**config.mk**
```make
export PLATFORM = sky130hd
export DESIGN_NAME = dtc_top
export DESIGN_NICKNAME = d
export VERILOG_FILES = /design/src/core/dtc_pkg.sv /design/src/core/dtc_evt_if.sv /design/src/core/dtc_top.sv /design/src/core/dtc_div.sv /design/src/core/dtc_pins.sv
export SDC_FILE = /design/constraint.sdc
export NUM_CORES = 1
export LEC_CHECK = 0
export ABC_AREA = 0
export BUFFER_PORTS_ARGS = -buffer_cell sky130_fd_sc_hd__clkbuf_2
export CAP_MARGIN = 30
export CORE_ASPECT_RATIO = 0.9
export CORE_MARGIN = 2
export CORE_UTILIZATION = 45
export DETAILED_ROUTE_END_ITERATION = 8
export PLACE_DENSITY = 0.69
export SLEW_MARGIN = 20
export SYNTH_ARGS = -nofsm -noshare
export SYNTH_HDL_FRONTEND = slang
export SYNTH_SLANG_ARGS = --single-unit
```
**constraint.sdc**
```tcl
create_clock -name clk_sys -period 1.8 [get_ports clk_sys]
set_input_delay 0.09 -clock clk_sys [delete_from_list [all_inputs] [get_ports clk_sys]]
set_output_delay 0.09 -clock clk_sys [all_outputs]
set_load 0.03 [all_outputs]
```
**src/core/dtc_pkg.sv**
```systemverilog
// Package: register map, field layout and timing of the dual timer
package dtc_pkg;

  // ----------------------------------------------------------------
  // Timing
  // ----------------------------------------------------------------
  localparam int unsigned CLK_NS = 100;
  localparam logic [2:0] MC_CLKS = 3'h6;
  localparam logic [2:0] MC_LAST = MC_CLKS - 3'h1;

  // ----------------------------------------------------------------
  // Register word indices (byte address is four times the index)
  // ----------------------------------------------------------------
  localparam logic [9:0] IDX_MODE = 10'h089;
  localparam logic [9:0] IDX_CTRL = 10'h08A;
  localparam logic [9:0] IDX_CNT0 = 10'h08B;
  localparam logic [9:0] IDX_CNT1 = 10'h08C;
  localparam logic [9:0] IDX_STAT = 10'h08D;
  localparam logic [9:0] IDX_MASK = 10'h08E;

  // ----------------------------------------------------------------
  // Mode register fields
  // ----------------------------------------------------------------
  localparam int GATE1_BIT = 7;
  localparam int SRC1_BIT = 6;
  localparam int MODE1_LSB = 4;
  localparam int GATE0_BIT = 3;
  localparam int SRC0_BIT = 2;
  localparam int MODE0_LSB = 0;

  // Control register fields
  localparam int RUN0_BIT = 0;
  localparam int RUN1_BIT = 1;
  localparam int TOG0_BIT = 2;
  localparam int TOG1_BIT = 3;

  // Pin slots of the sampled inputs
  localparam int PIN_CNT0 = 0;
  localparam int PIN_CNT1 = 1;
  localparam int PIN_IRQ0 = 2;
  localparam int PIN_IRQ1 = 3;

  // ----------------------------------------------------------------
  // Reset values
  // ----------------------------------------------------------------
  localparam logic [7:0] MODE_RST = 8'h00;
  localparam logic [3:0] CTRL_RST = 4'h0;
  localparam logic [15:0] CNT_RST = 16'h0000;
  localparam logic [1:0] FLAG_RST = 2'h0;

  typedef enum logic [1:0] {
    MODE_13,
    MODE_16,
    MODE_RELOAD,
    MODE_SPLIT
  } dtc_mode_e;

endpackage : dtc_pkg

```
**src/core/dtc_evt_if.sv**
```systemverilog
// Interface: machine-cycle tick and sampled pin events
interface dtc_evt_if;
  logic tick;
  logic [3:0] lvl;
  logic [3:0] fall;
  modport div (output tick);
  modport pins (input tick, output lvl, output fall);
  modport core (input tick, input lvl, input fall);
endinterface : dtc_evt_if

```
**src/core/dtc_top.sv**
```systemverilog
// Dual timer/counter with Wishbone register port and interrupt
// Operation
// - Timer function counts one per machine cycle of six clocks.
// - Counter function counts falling edges on its own count pin.
// - Each count pin is sampled once per machine cycle; high then low.
// - Detected edge shows in the count during the next machine cycle.
// - Edge recognition takes two machine cycles; max rate clock over twelve.
// - Source bit clear picks machine cycles, set picks the pin.
// - Each counter has a two-bit mode field choosing four modes.
// - Modes 0..2 match for both counters; mode 3 differs.
// - With gate set, count only while irq pin high and run set.
// - Optional toggle of each count pin on its counter overflow.
// - Mode 0: 13-bit count of high byte and low five bits.
// - Mode 1: full 16-bit cascaded counter, no prescaler.
// - Mode 2: low byte counts, reloads from unchanged high byte.
// - Mode 3 splits counter 0; high byte uses counter 1 run/flag.
//
// The Wishbone register port was decided locally.
module dtc_top (
  input wire logic clk_sys,
  input wire logic resetn,
  input wire logic wb_cyc_i,
  input wire logic wb_stb_i,
  input wire logic wb_we_i,
  input wire logic [11:0] wb_adr_i,
  input wire logic [31:0] wb_dat_i,
  input wire logic [3:0] wb_sel_i,
  output logic [31:0] wb_dat_o,
  output logic wb_ack_o,
  input wire logic count_pin_zero_i,
  output logic count_pin_zero_o,
  output logic count_pin_zero_oe,
  input wire logic count_pin_one_i,
  output logic count_pin_one_o,
  output logic count_pin_one_oe,
  input wire logic ext_irq_pin_zero,
  input wire logic ext_irq_pin_one,
  input wire logic [1:0] irq_ack,
  output logic irq
);

  // ----------------------------------------------------------------
  // State
  // ----------------------------------------------------------------
  typedef struct packed {
    logic [7:0] mode;
    logic [3:0] ctrl;
    logic [15:0] cnt0;
    logic [15:0] cnt1;
    logic [1:0] stat;
    logic [1:0] mask;
    logic ack;
    logic [31:0] dat;
    logic irq;
    logic [1:0] pin_o;
    logic [1:0] pin_oe;
  } dtc_state_s;

  typedef struct packed {
    logic [15:0] val;
    logic ovf;
  } dtc_step_s;

  dtc_state_s q;
  dtc_state_s d;

  // ----------------------------------------------------------------
  // Helpers
  // ----------------------------------------------------------------

  // One counting step of a counter in the given mode
  function automatic dtc_step_s step(
    input dtc_pkg::dtc_mode_e m,
    input logic [15:0] v,
    input logic inc
  );
    dtc_step_s r;
    logic [12:0] c13;
    r.val = v;
    r.ovf = 1'b0;
    c13 = {v[15:8], v[4:0]} + 13'h0001;
    if (inc)
    begin
      unique case (m)
        dtc_pkg::MODE_13:
        begin
          r.val = {c13[12:5], v[7:5], c13[4:0]};
          r.ovf = &{v[15:8], v[4:0]};
        end
        dtc_pkg::MODE_16:
        begin
          r.val = v + 16'h0001;
          r.ovf = &v;
        end
        dtc_pkg::MODE_RELOAD:
        begin
          r.ovf = &v[7:0];
          r.val = r.ovf ? {v[15:8], v[15:8]}
                        : {v[15:8], v[7:0] + 8'h01};
        end
        dtc_pkg::MODE_SPLIT:
        begin
          r.ovf = &v[7:0];
          r.val = {v[15:8], v[7:0] + 8'h01};
        end
      endcase
    end
    return r;
  endfunction : step

  // Byte-lane merge of a write into an older word
  function automatic logic [31:0] merge(
    input logic [31:0] old,
    input logic [31:0] wd,
    input logic [3:0] sel
  );
    logic [31:0] r;
    r = old;
    for (int b = 0; b < 4; b++)
    begin
      if (sel[b])
        r[b*8 +: 8] = wd[b*8 +: 8];
    end
    return r;
  endfunction : merge

  // Read data of a register index; unmapped reads as zero
  function automatic logic [31:0] rd(
    input logic [9:0] idx,
    input dtc_state_s s
  );
    logic [31:0] r;
    r = 32'h0000_0000;
    unique case (idx)
      dtc_pkg::IDX_MODE: r[7:0] = s.mode;
      dtc_pkg::IDX_CTRL: r[3:0] = s.ctrl;
      dtc_pkg::IDX_CNT0: r[15:0] = s.cnt0;
      dtc_pkg::IDX_CNT1: r[15:0] = s.cnt1;
      dtc_pkg::IDX_STAT: r[1:0] = s.stat;
      dtc_pkg::IDX_MASK: r[1:0] = s.mask;
      default: r = 32'h0000_0000;
    endcase
    return r;
  endfunction : rd

  // ----------------------------------------------------------------
  // Machine-cycle tick and pin sampling
  // ----------------------------------------------------------------
  dtc_evt_if ev ();

  dtc_div u_div (
    .clk_sys(clk_sys),
    .resetn(resetn),
    .ev(ev)
  );

  // sample then count a cycle later
  dtc_pins u_pins (
    .clk_sys(clk_sys),
    .resetn(resetn),
    .pin({ext_irq_pin_one, ext_irq_pin_zero,
          count_pin_one_i, count_pin_zero_i}),
    .ev(ev)
  );

  // ----------------------------------------------------------------
  // Decoded controls
  // ----------------------------------------------------------------
  dtc_pkg::dtc_mode_e m0;
  dtc_pkg::dtc_mode_e m1;
  logic src0;
  logic src1;
  logic gate0;
  logic gate1;
  logic run0;
  logic run1;
  logic split;

  assign m0 = dtc_pkg::dtc_mode_e'(q.mode[dtc_pkg::MODE0_LSB +: 2]);
  assign m1 = dtc_pkg::dtc_mode_e'(q.mode[dtc_pkg::MODE1_LSB +: 2]);
  assign src0 = q.mode[dtc_pkg::SRC0_BIT];
  assign src1 = q.mode[dtc_pkg::SRC1_BIT];
  assign gate0 = q.mode[dtc_pkg::GATE0_BIT];
  assign gate1 = q.mode[dtc_pkg::GATE1_BIT];
  assign run0 = q.ctrl[dtc_pkg::RUN0_BIT];
  assign run1 = q.ctrl[dtc_pkg::RUN1_BIT];
  // mode 3 special only for counter 0
  assign split = (m0 == dtc_pkg::MODE_SPLIT);

  // ----------------------------------------------------------------
  // Count enables
  // ----------------------------------------------------------------
  logic pulse0;
  logic pulse1;
  logic inc0;
  logic inc1;
  logic inc_hi;

  // edge mark counts at next tick
  assign pulse0 = ev.tick & (~src0 | ev.fall[dtc_pkg::PIN_CNT0]);
  assign pulse1 = ev.tick & (~src1 | ev.fall[dtc_pkg::PIN_CNT1]);

  assign inc0 = pulse0 & run0
              & (~gate0 | ev.lvl[dtc_pkg::PIN_IRQ0]);
  assign inc1 = pulse1 & run1
              & (~gate1 | ev.lvl[dtc_pkg::PIN_IRQ1])
              & (m1 != dtc_pkg::MODE_SPLIT);

  // high byte counts cycles on run 1
  assign inc_hi = ev.tick & run1 & split;

  // ----------------------------------------------------------------
  // Counter steps
  // ----------------------------------------------------------------
  dtc_step_s r0;
  dtc_step_s r1;
  logic ovf_hi;
  logic [1:0] ovf;

  assign r0 = step(m0, q.cnt0, inc0);
  assign r1 = step(m1, q.cnt1, inc1);
  assign ovf_hi = inc_hi & (&q.cnt0[15:8]);

  // split high byte owns flag 1
  // Counter 1 may still run, but without a flag, while split
  assign ovf[0] = r0.ovf;
  assign ovf[1] = split ? ovf_hi : r1.ovf;

  // ----------------------------------------------------------------
  // Bus decode
  // ----------------------------------------------------------------
  logic req;
  logic wr;
  logic [9:0] idx;

  // Classic cycle, one wait state; no ack while the previous shows
  assign req = wb_cyc_i & wb_stb_i & ~q.ack;
  assign wr = req & wb_we_i;
  assign idx = wb_adr_i[11:2];

  // ----------------------------------------------------------------
  // Next state
  // ----------------------------------------------------------------
  logic [31:0] wcnt0;
  logic [31:0] wcnt1;
  logic [31:0] wmisc;
  logic [1:0] clr;

  always_comb
  begin
    d = q;
    wcnt0 = 32'h0000_0000;
    wcnt1 = 32'h0000_0000;
    wmisc = 32'h0000_0000;
    clr = irq_ack;

    d.cnt0 = r0.val;
    d.cnt1 = r1.val;
    if (inc_hi)
      d.cnt0[15:8] = q.cnt0[15:8] + 8'h01;

    // Software writes to a count win over a same-cycle step
    if (wr && idx == dtc_pkg::IDX_CNT0)
    begin
      wcnt0 = merge({16'h0000, d.cnt0}, wb_dat_i, wb_sel_i);
      d.cnt0 = wcnt0[15:0];
    end
    if (wr && idx == dtc_pkg::IDX_CNT1)
    begin
      wcnt1 = merge({16'h0000, d.cnt1}, wb_dat_i, wb_sel_i);
      d.cnt1 = wcnt1[15:0];
    end

    // Mode, control and mask registers, and status write-one-to-clear
    if (wr && idx == dtc_pkg::IDX_MODE)
    begin
      wmisc = merge({24'h000000, q.mode}, wb_dat_i, wb_sel_i);
      d.mode = wmisc[7:0];
    end
    if (wr && idx == dtc_pkg::IDX_CTRL && wb_sel_i[0])
      d.ctrl = wb_dat_i[3:0];
    if (wr && idx == dtc_pkg::IDX_MASK && wb_sel_i[0])
      d.mask = wb_dat_i[1:0];
    if (wr && idx == dtc_pkg::IDX_STAT && wb_sel_i[0])
      clr = clr | wb_dat_i[1:0];

    d.stat = (q.stat & ~clr) | ovf;
    d.irq = |(d.stat & d.mask);

    d.pin_oe = {q.ctrl[dtc_pkg::TOG1_BIT],
                q.ctrl[dtc_pkg::TOG0_BIT]};
    if (q.ctrl[dtc_pkg::TOG0_BIT] && r0.ovf)
      d.pin_o[0] = ~q.pin_o[0];
    if (q.ctrl[dtc_pkg::TOG1_BIT] && r1.ovf)
      d.pin_o[1] = ~q.pin_o[1];

    // Answer every request, mapped or not, one clock later
    d.ack = req;
    d.dat = (req && !wb_we_i) ? rd(idx, q) : 32'h0000_0000;
  end

  // ----------------------------------------------------------------
  // State register
  // ----------------------------------------------------------------
  always_ff @(posedge clk_sys or negedge resetn)
  begin
    if (!resetn)
    begin
      q <= '0;
      q.mode <= dtc_pkg::MODE_RST;
      q.ctrl <= dtc_pkg::CTRL_RST;
      q.cnt0 <= dtc_pkg::CNT_RST;
      q.cnt1 <= dtc_pkg::CNT_RST;
      q.stat <= dtc_pkg::FLAG_RST;
      q.mask <= dtc_pkg::FLAG_RST;
    end
    else
      q <= d;
  end

  // ----------------------------------------------------------------
  // Outputs, all straight from the state register
  // ----------------------------------------------------------------
  assign wb_dat_o = q.dat;
  assign wb_ack_o = q.ack;
  assign irq = q.irq;
  assign count_pin_zero_o = q.pin_o[0];
  assign count_pin_one_o = q.pin_o[1];
  assign count_pin_zero_oe = q.pin_oe[0];
  assign count_pin_one_oe = q.pin_oe[1];

endmodule : dtc_top

```
**src/core/dtc_div.sv**
```systemverilog
// Machine-cycle divider: one tick every six clocks
module dtc_div (
  input wire logic clk_sys,
  input wire logic resetn,
  dtc_evt_if.div ev
);
  typedef struct packed {
    logic [2:0] cnt;
    logic tick;
  } dtc_div_s;

  dtc_div_s q;
  dtc_div_s d;

  // Free-running count, tick on the last clock of each cycle
  always_comb
  begin
    d = q;
    d.tick = (q.cnt == dtc_pkg::MC_LAST);
    d.cnt = d.tick ? 3'h0 : q.cnt + 3'h1;
  end

  always_ff @(posedge clk_sys or negedge resetn)
  begin
    if (!resetn)
      q <= '0;
    else
      q <= d;
  end

  assign ev.tick = q.tick;
endmodule : dtc_div

```
**src/core/dtc_pins.sv**
```systemverilog
// Pin sampler: synchroniser, glitch filter and falling-edge detect
module dtc_pins (
  input wire logic clk_sys,
  input wire logic resetn,
  input wire logic [3:0] pin,
  dtc_evt_if.pins ev
);
  typedef struct packed {
    logic [3:0] s1;
    logic [3:0] s2;
    logic [3:0] s3;
    logic [3:0] lvl;
    logic [3:0] smp;
    logic [3:0] fall;
  } dtc_pins_s;

  dtc_pins_s q;
  dtc_pins_s d;

  // Level changes only once two late stages agree
  always_comb
  begin
    d = q;
    d.s1 = pin;
    d.s2 = q.s1;
    d.s3 = q.s2;
    d.lvl = (q.s2 & q.s3) | (q.lvl & (q.s2 ^ q.s3));
    if (ev.tick)
    begin
      d.smp = q.lvl;
      d.fall = q.smp & ~q.lvl;
    end
  end

  always_ff @(posedge clk_sys or negedge resetn)
  begin
    if (!resetn)
      q <= '0;
    else
      q <= d;
  end

  assign ev.lvl = q.lvl;
  assign ev.fall = q.fall;
endmodule : dtc_pins

```
==> results.sh <==
export IMPL_status="finished, violations left"
export IMPL_violations="setup timing"
export IMPL_critPathCaptureType="flip-flop"
export IMPL_fin_crit_sh_pct=106
export IMPL_grtUsageMet3_pct=5.64
export IMPL_critPathRequiredTime_ns=2.07
export IMPL_async_flop_share_pct=100
export IMPL_cp_arrival_ns=2.17
export IMPL_die_area_mm2=0.0126
export IMPL_rsz0062_at_grt="yes"
export IMPL_clock_latency_ns=0.36
export IMPL_cts_tree="done"
export IMPL_rows=37
export IMPL_layout_commonest_cell="buf_4"
export IMPL_maxCapViolations=0
export IMPL_use_met1_pct=33.9
export IMPL_dr_pass1_iters=6
export IMPL_min_path_cells=3
export IMPL_cts_root_buf="clkbuf_16"
export IMPL_num_nets_final=748
export IMPL_die_h_um=107
export IMPL_min_period_ns=1.90
export IMPL_dpl_hpwl_um=11700
export IMPL_p_leak_nw=3.11
export IMPL_clk_pin_slew_worst_paths_ns=0.07
export IMPL_power_total_mw=4.47
export IMPL_grt_max_degree=40
export IMPL_hold_violations=0
export IMPL_maxSlewHeadroom_pct=64.4
export IMPL_synthFlopType="dfrtp_1"
export IMPL_core_area_mm2=0.0114
export IMPL_area_delta_synth_final_pct=34.1
export IMPL_port_buffers=60
export IMPL_vias_per_cell=5.74
export IMPL_ant_nets=0
export IMPL_busiest_layer="met2"
export IMPL_totalWireLength_um=15900
export IMPL_syn_area_per_cell_um2=10.1
export IMPL_antenna_cells=0
export IMPL_utilization_pct=61.8
export IMPL_setup_worst_path_start_class="flip-flop"
export IMPL_tightestPinTransition_ns=0.535
export IMPL_crit_type="reg2reg"
export IMPL_drc=0
export IMPL_grt_first_pass_wirelength_um=24700
export IMPL_gp_congestion=1.01
export IMPL_ir_worst_vdd_uv=566
export IMPL_drt_iter0_drc=427
export IMPL_clock_sinks=94
export IMPL_antenna_found_initial=0
export IMPL_path_max_fanout=4
export IMPL_vias=4843
export IMPL_worstRegToRegCells=6
export IMPL_clockBufferDepth=2
export IMPL_synth_edf_count=0
export IMPL_io_pins=97
export IMPL_finalClockSkew_ns=0.00921
export IMPL_ys_types=74
export IMPL_setup_ws_ns=-0.103
export IMPL_layout_drive_gt1_share_pct=39.4
export IMPL_wl_per_cell_um=18.8
export IMPL_grt_use_met2_pct=40.8
export IMPL_syn_inst=519
export IMPL_grt_overflow=0
export IMPL_htree_levels=3
export IMPL_hp_class="in2reg"
export IMPL_drv_slew=0
export IMPL_setup_viol=10
export IMPL_cts_buffers=9
export IMPL_grt_use_total_pct=25.5
export IMPL_p_per_area_mw_per_mm2=634
export IMPL_start_util_pct=46.0
export IMPL_ys_warn_count=0
export IMPL_die_w_um=118
export IMPL_synth_seq_cells=94
export IMPL_final_cell_mix="buf_4, dfrtp_1, clkbuf_2"
export IMPL_first_global_vias=4698
export IMPL_syn_area_mm2=0.00527
export IMPL_synth_seq_area_share_pct=44.7
export IMPL_clock_fmax_mhz=525
==> synthesized netlist by cell type (all sizes together), types with 8 or more instances <==
| cell type | number | area (um2) |
|---|---|---|
| dfrtp | 94 | 2350 |
| buf | 41 | 304 |
| nand2 | 41 | 156 |
| nor2 | 38 | 143 |
| o21ai | 29 | 145 |
| mux2 | 18 | 229 |
| a21oi | 16 | 80.1 |
| nor3 | 15 | 101 |
| a22oi | 14 | 115 |
| nand4 | 14 | 100 |
| nand3 | 13 | 70.1 |
| clkbuf | 12 | 46.3 |
| a211oi | 11 | 82.6 |
| inv | 11 | 41.3 |
| a31oi | 9 | 56.3 |
| or3 | 9 | 56.3 |
| a21o | 8 | 60.1 |
| and3 | 8 | 51.3 |
| xor2 | 8 | 70.1 |
==> sequential cells by signal (all words and copies together) (netlist names) <==
| register | cells |
|---|---|
| gate0 | 1 |
| d | 2 |
| u_pins.q | 6 |
| gate1 | 1 |
| u_div.q | 3 |
| q | 40 |
| irq | 1 |
| u_pins.d | 8 |
| u_pins.ev.fall | 2 |
| m1 | 2 |
| count_pin_zero_o | 1 |
| u_div.ev.tick | 1 |
| u_pins.ev.lvl | 4 |
| count_pin_one_o | 1 |
| wb_dat_o | 16 |
| count_pin_one_oe | 1 |
| count_pin_zero_oe | 1 |
| m0 | 2 |
| wb_ack_o | 1 |
==> stage by stage <==
stage | setup slack [ns] | TNS, ns | cell area (um2) | cells | hold slack [ns]
after floorplan | -0.0322 | -0.254 | 5340 | 534 | -0.206
after global placement | -0.0402 | -0.193 | 6290 | 796 | 0.104
after detailed placement | -0.0964 | -0.463 | 6290 | 796 | 0.108
after CTS | -0.0437 | -0.107 | 6810 | 830 | 0.0220
after global routing | -0.213 | -1.84 | 7060 | 843 | 0.0363
final | -0.103 | -0.520 | 7060 | 843 | 0.0269
==> routing by layer <==
metal  vias up  routed length (um)
met5         -                   0
met4         0                 428
met3        41                1330
met2       224                7500
met1      2368                6600
li1       2210                   -
==> worst max-delay path: stages, from the launching register on <==
cell	delay, ns
dfrtp_1	0.40
nand2_1	0.15
nor4_2	0.40
buf_4	0.20
a31oi_1	0.12
or3_1	0.35
a31oi_1	0.20
==> layout make-up <==
type / count / area [um2]
Clock buffer: 11 / 233
Clock inverter: 5 / 58.8
Fill cell: 957 / 4370
Inverter: 11 / 41.3
Multi-Input combinational cell: 376 / 2760
Sequential cell: 94 / 2360
Tap cell: 156 / 195
Timing Repair Buffer: 190 / 1410
==> timing repair <==
item | in CTS | in global routing
pin swaps | 2 | 20
gates resized for setup | 16 | 36
setup endpoints to repair | 14 | 42
hold buffers | 13 | 0
buffers inserted | 5 | 14
hold endpoints to repair | 48 | 0
==> power by group <==
part	internal, mW	switching, mW
logic	0.156	0.236
clock network	1.08	0.821
registers	2.15	0.0276
total	3.39	1.08
==> worst paths after layout <==
check	startpoint	end	slack (ns)
max	u_div.ev.tick	q[72]	-0.10
min	wb_dat_i[3]	q[45]	0.03
min reg2reg	u_pins.d[19]	u_pins.d[15]	0.35
max reg2reg	u_div.ev.tick	q[72]	-0.10
min in group asynchronous	resetn	q[38]	0.25
max in group asynchronous	resetn	wb_dat_o[10]	0.89
==> kinds of logic after synthesis <==
logic type                 synth area share [%]
and+or+nand+nor                            20.5
AOI/OAI and AO/OA                          17.7
DFF                                        44.7
buffers and inverters                      7.44
muxes                                      5.49
xor gates and xnor gates                   2.50
adders and majority gates                  1.66
other                                    0.0712
No activity file was read; power rests on OpenSTA's default activity.
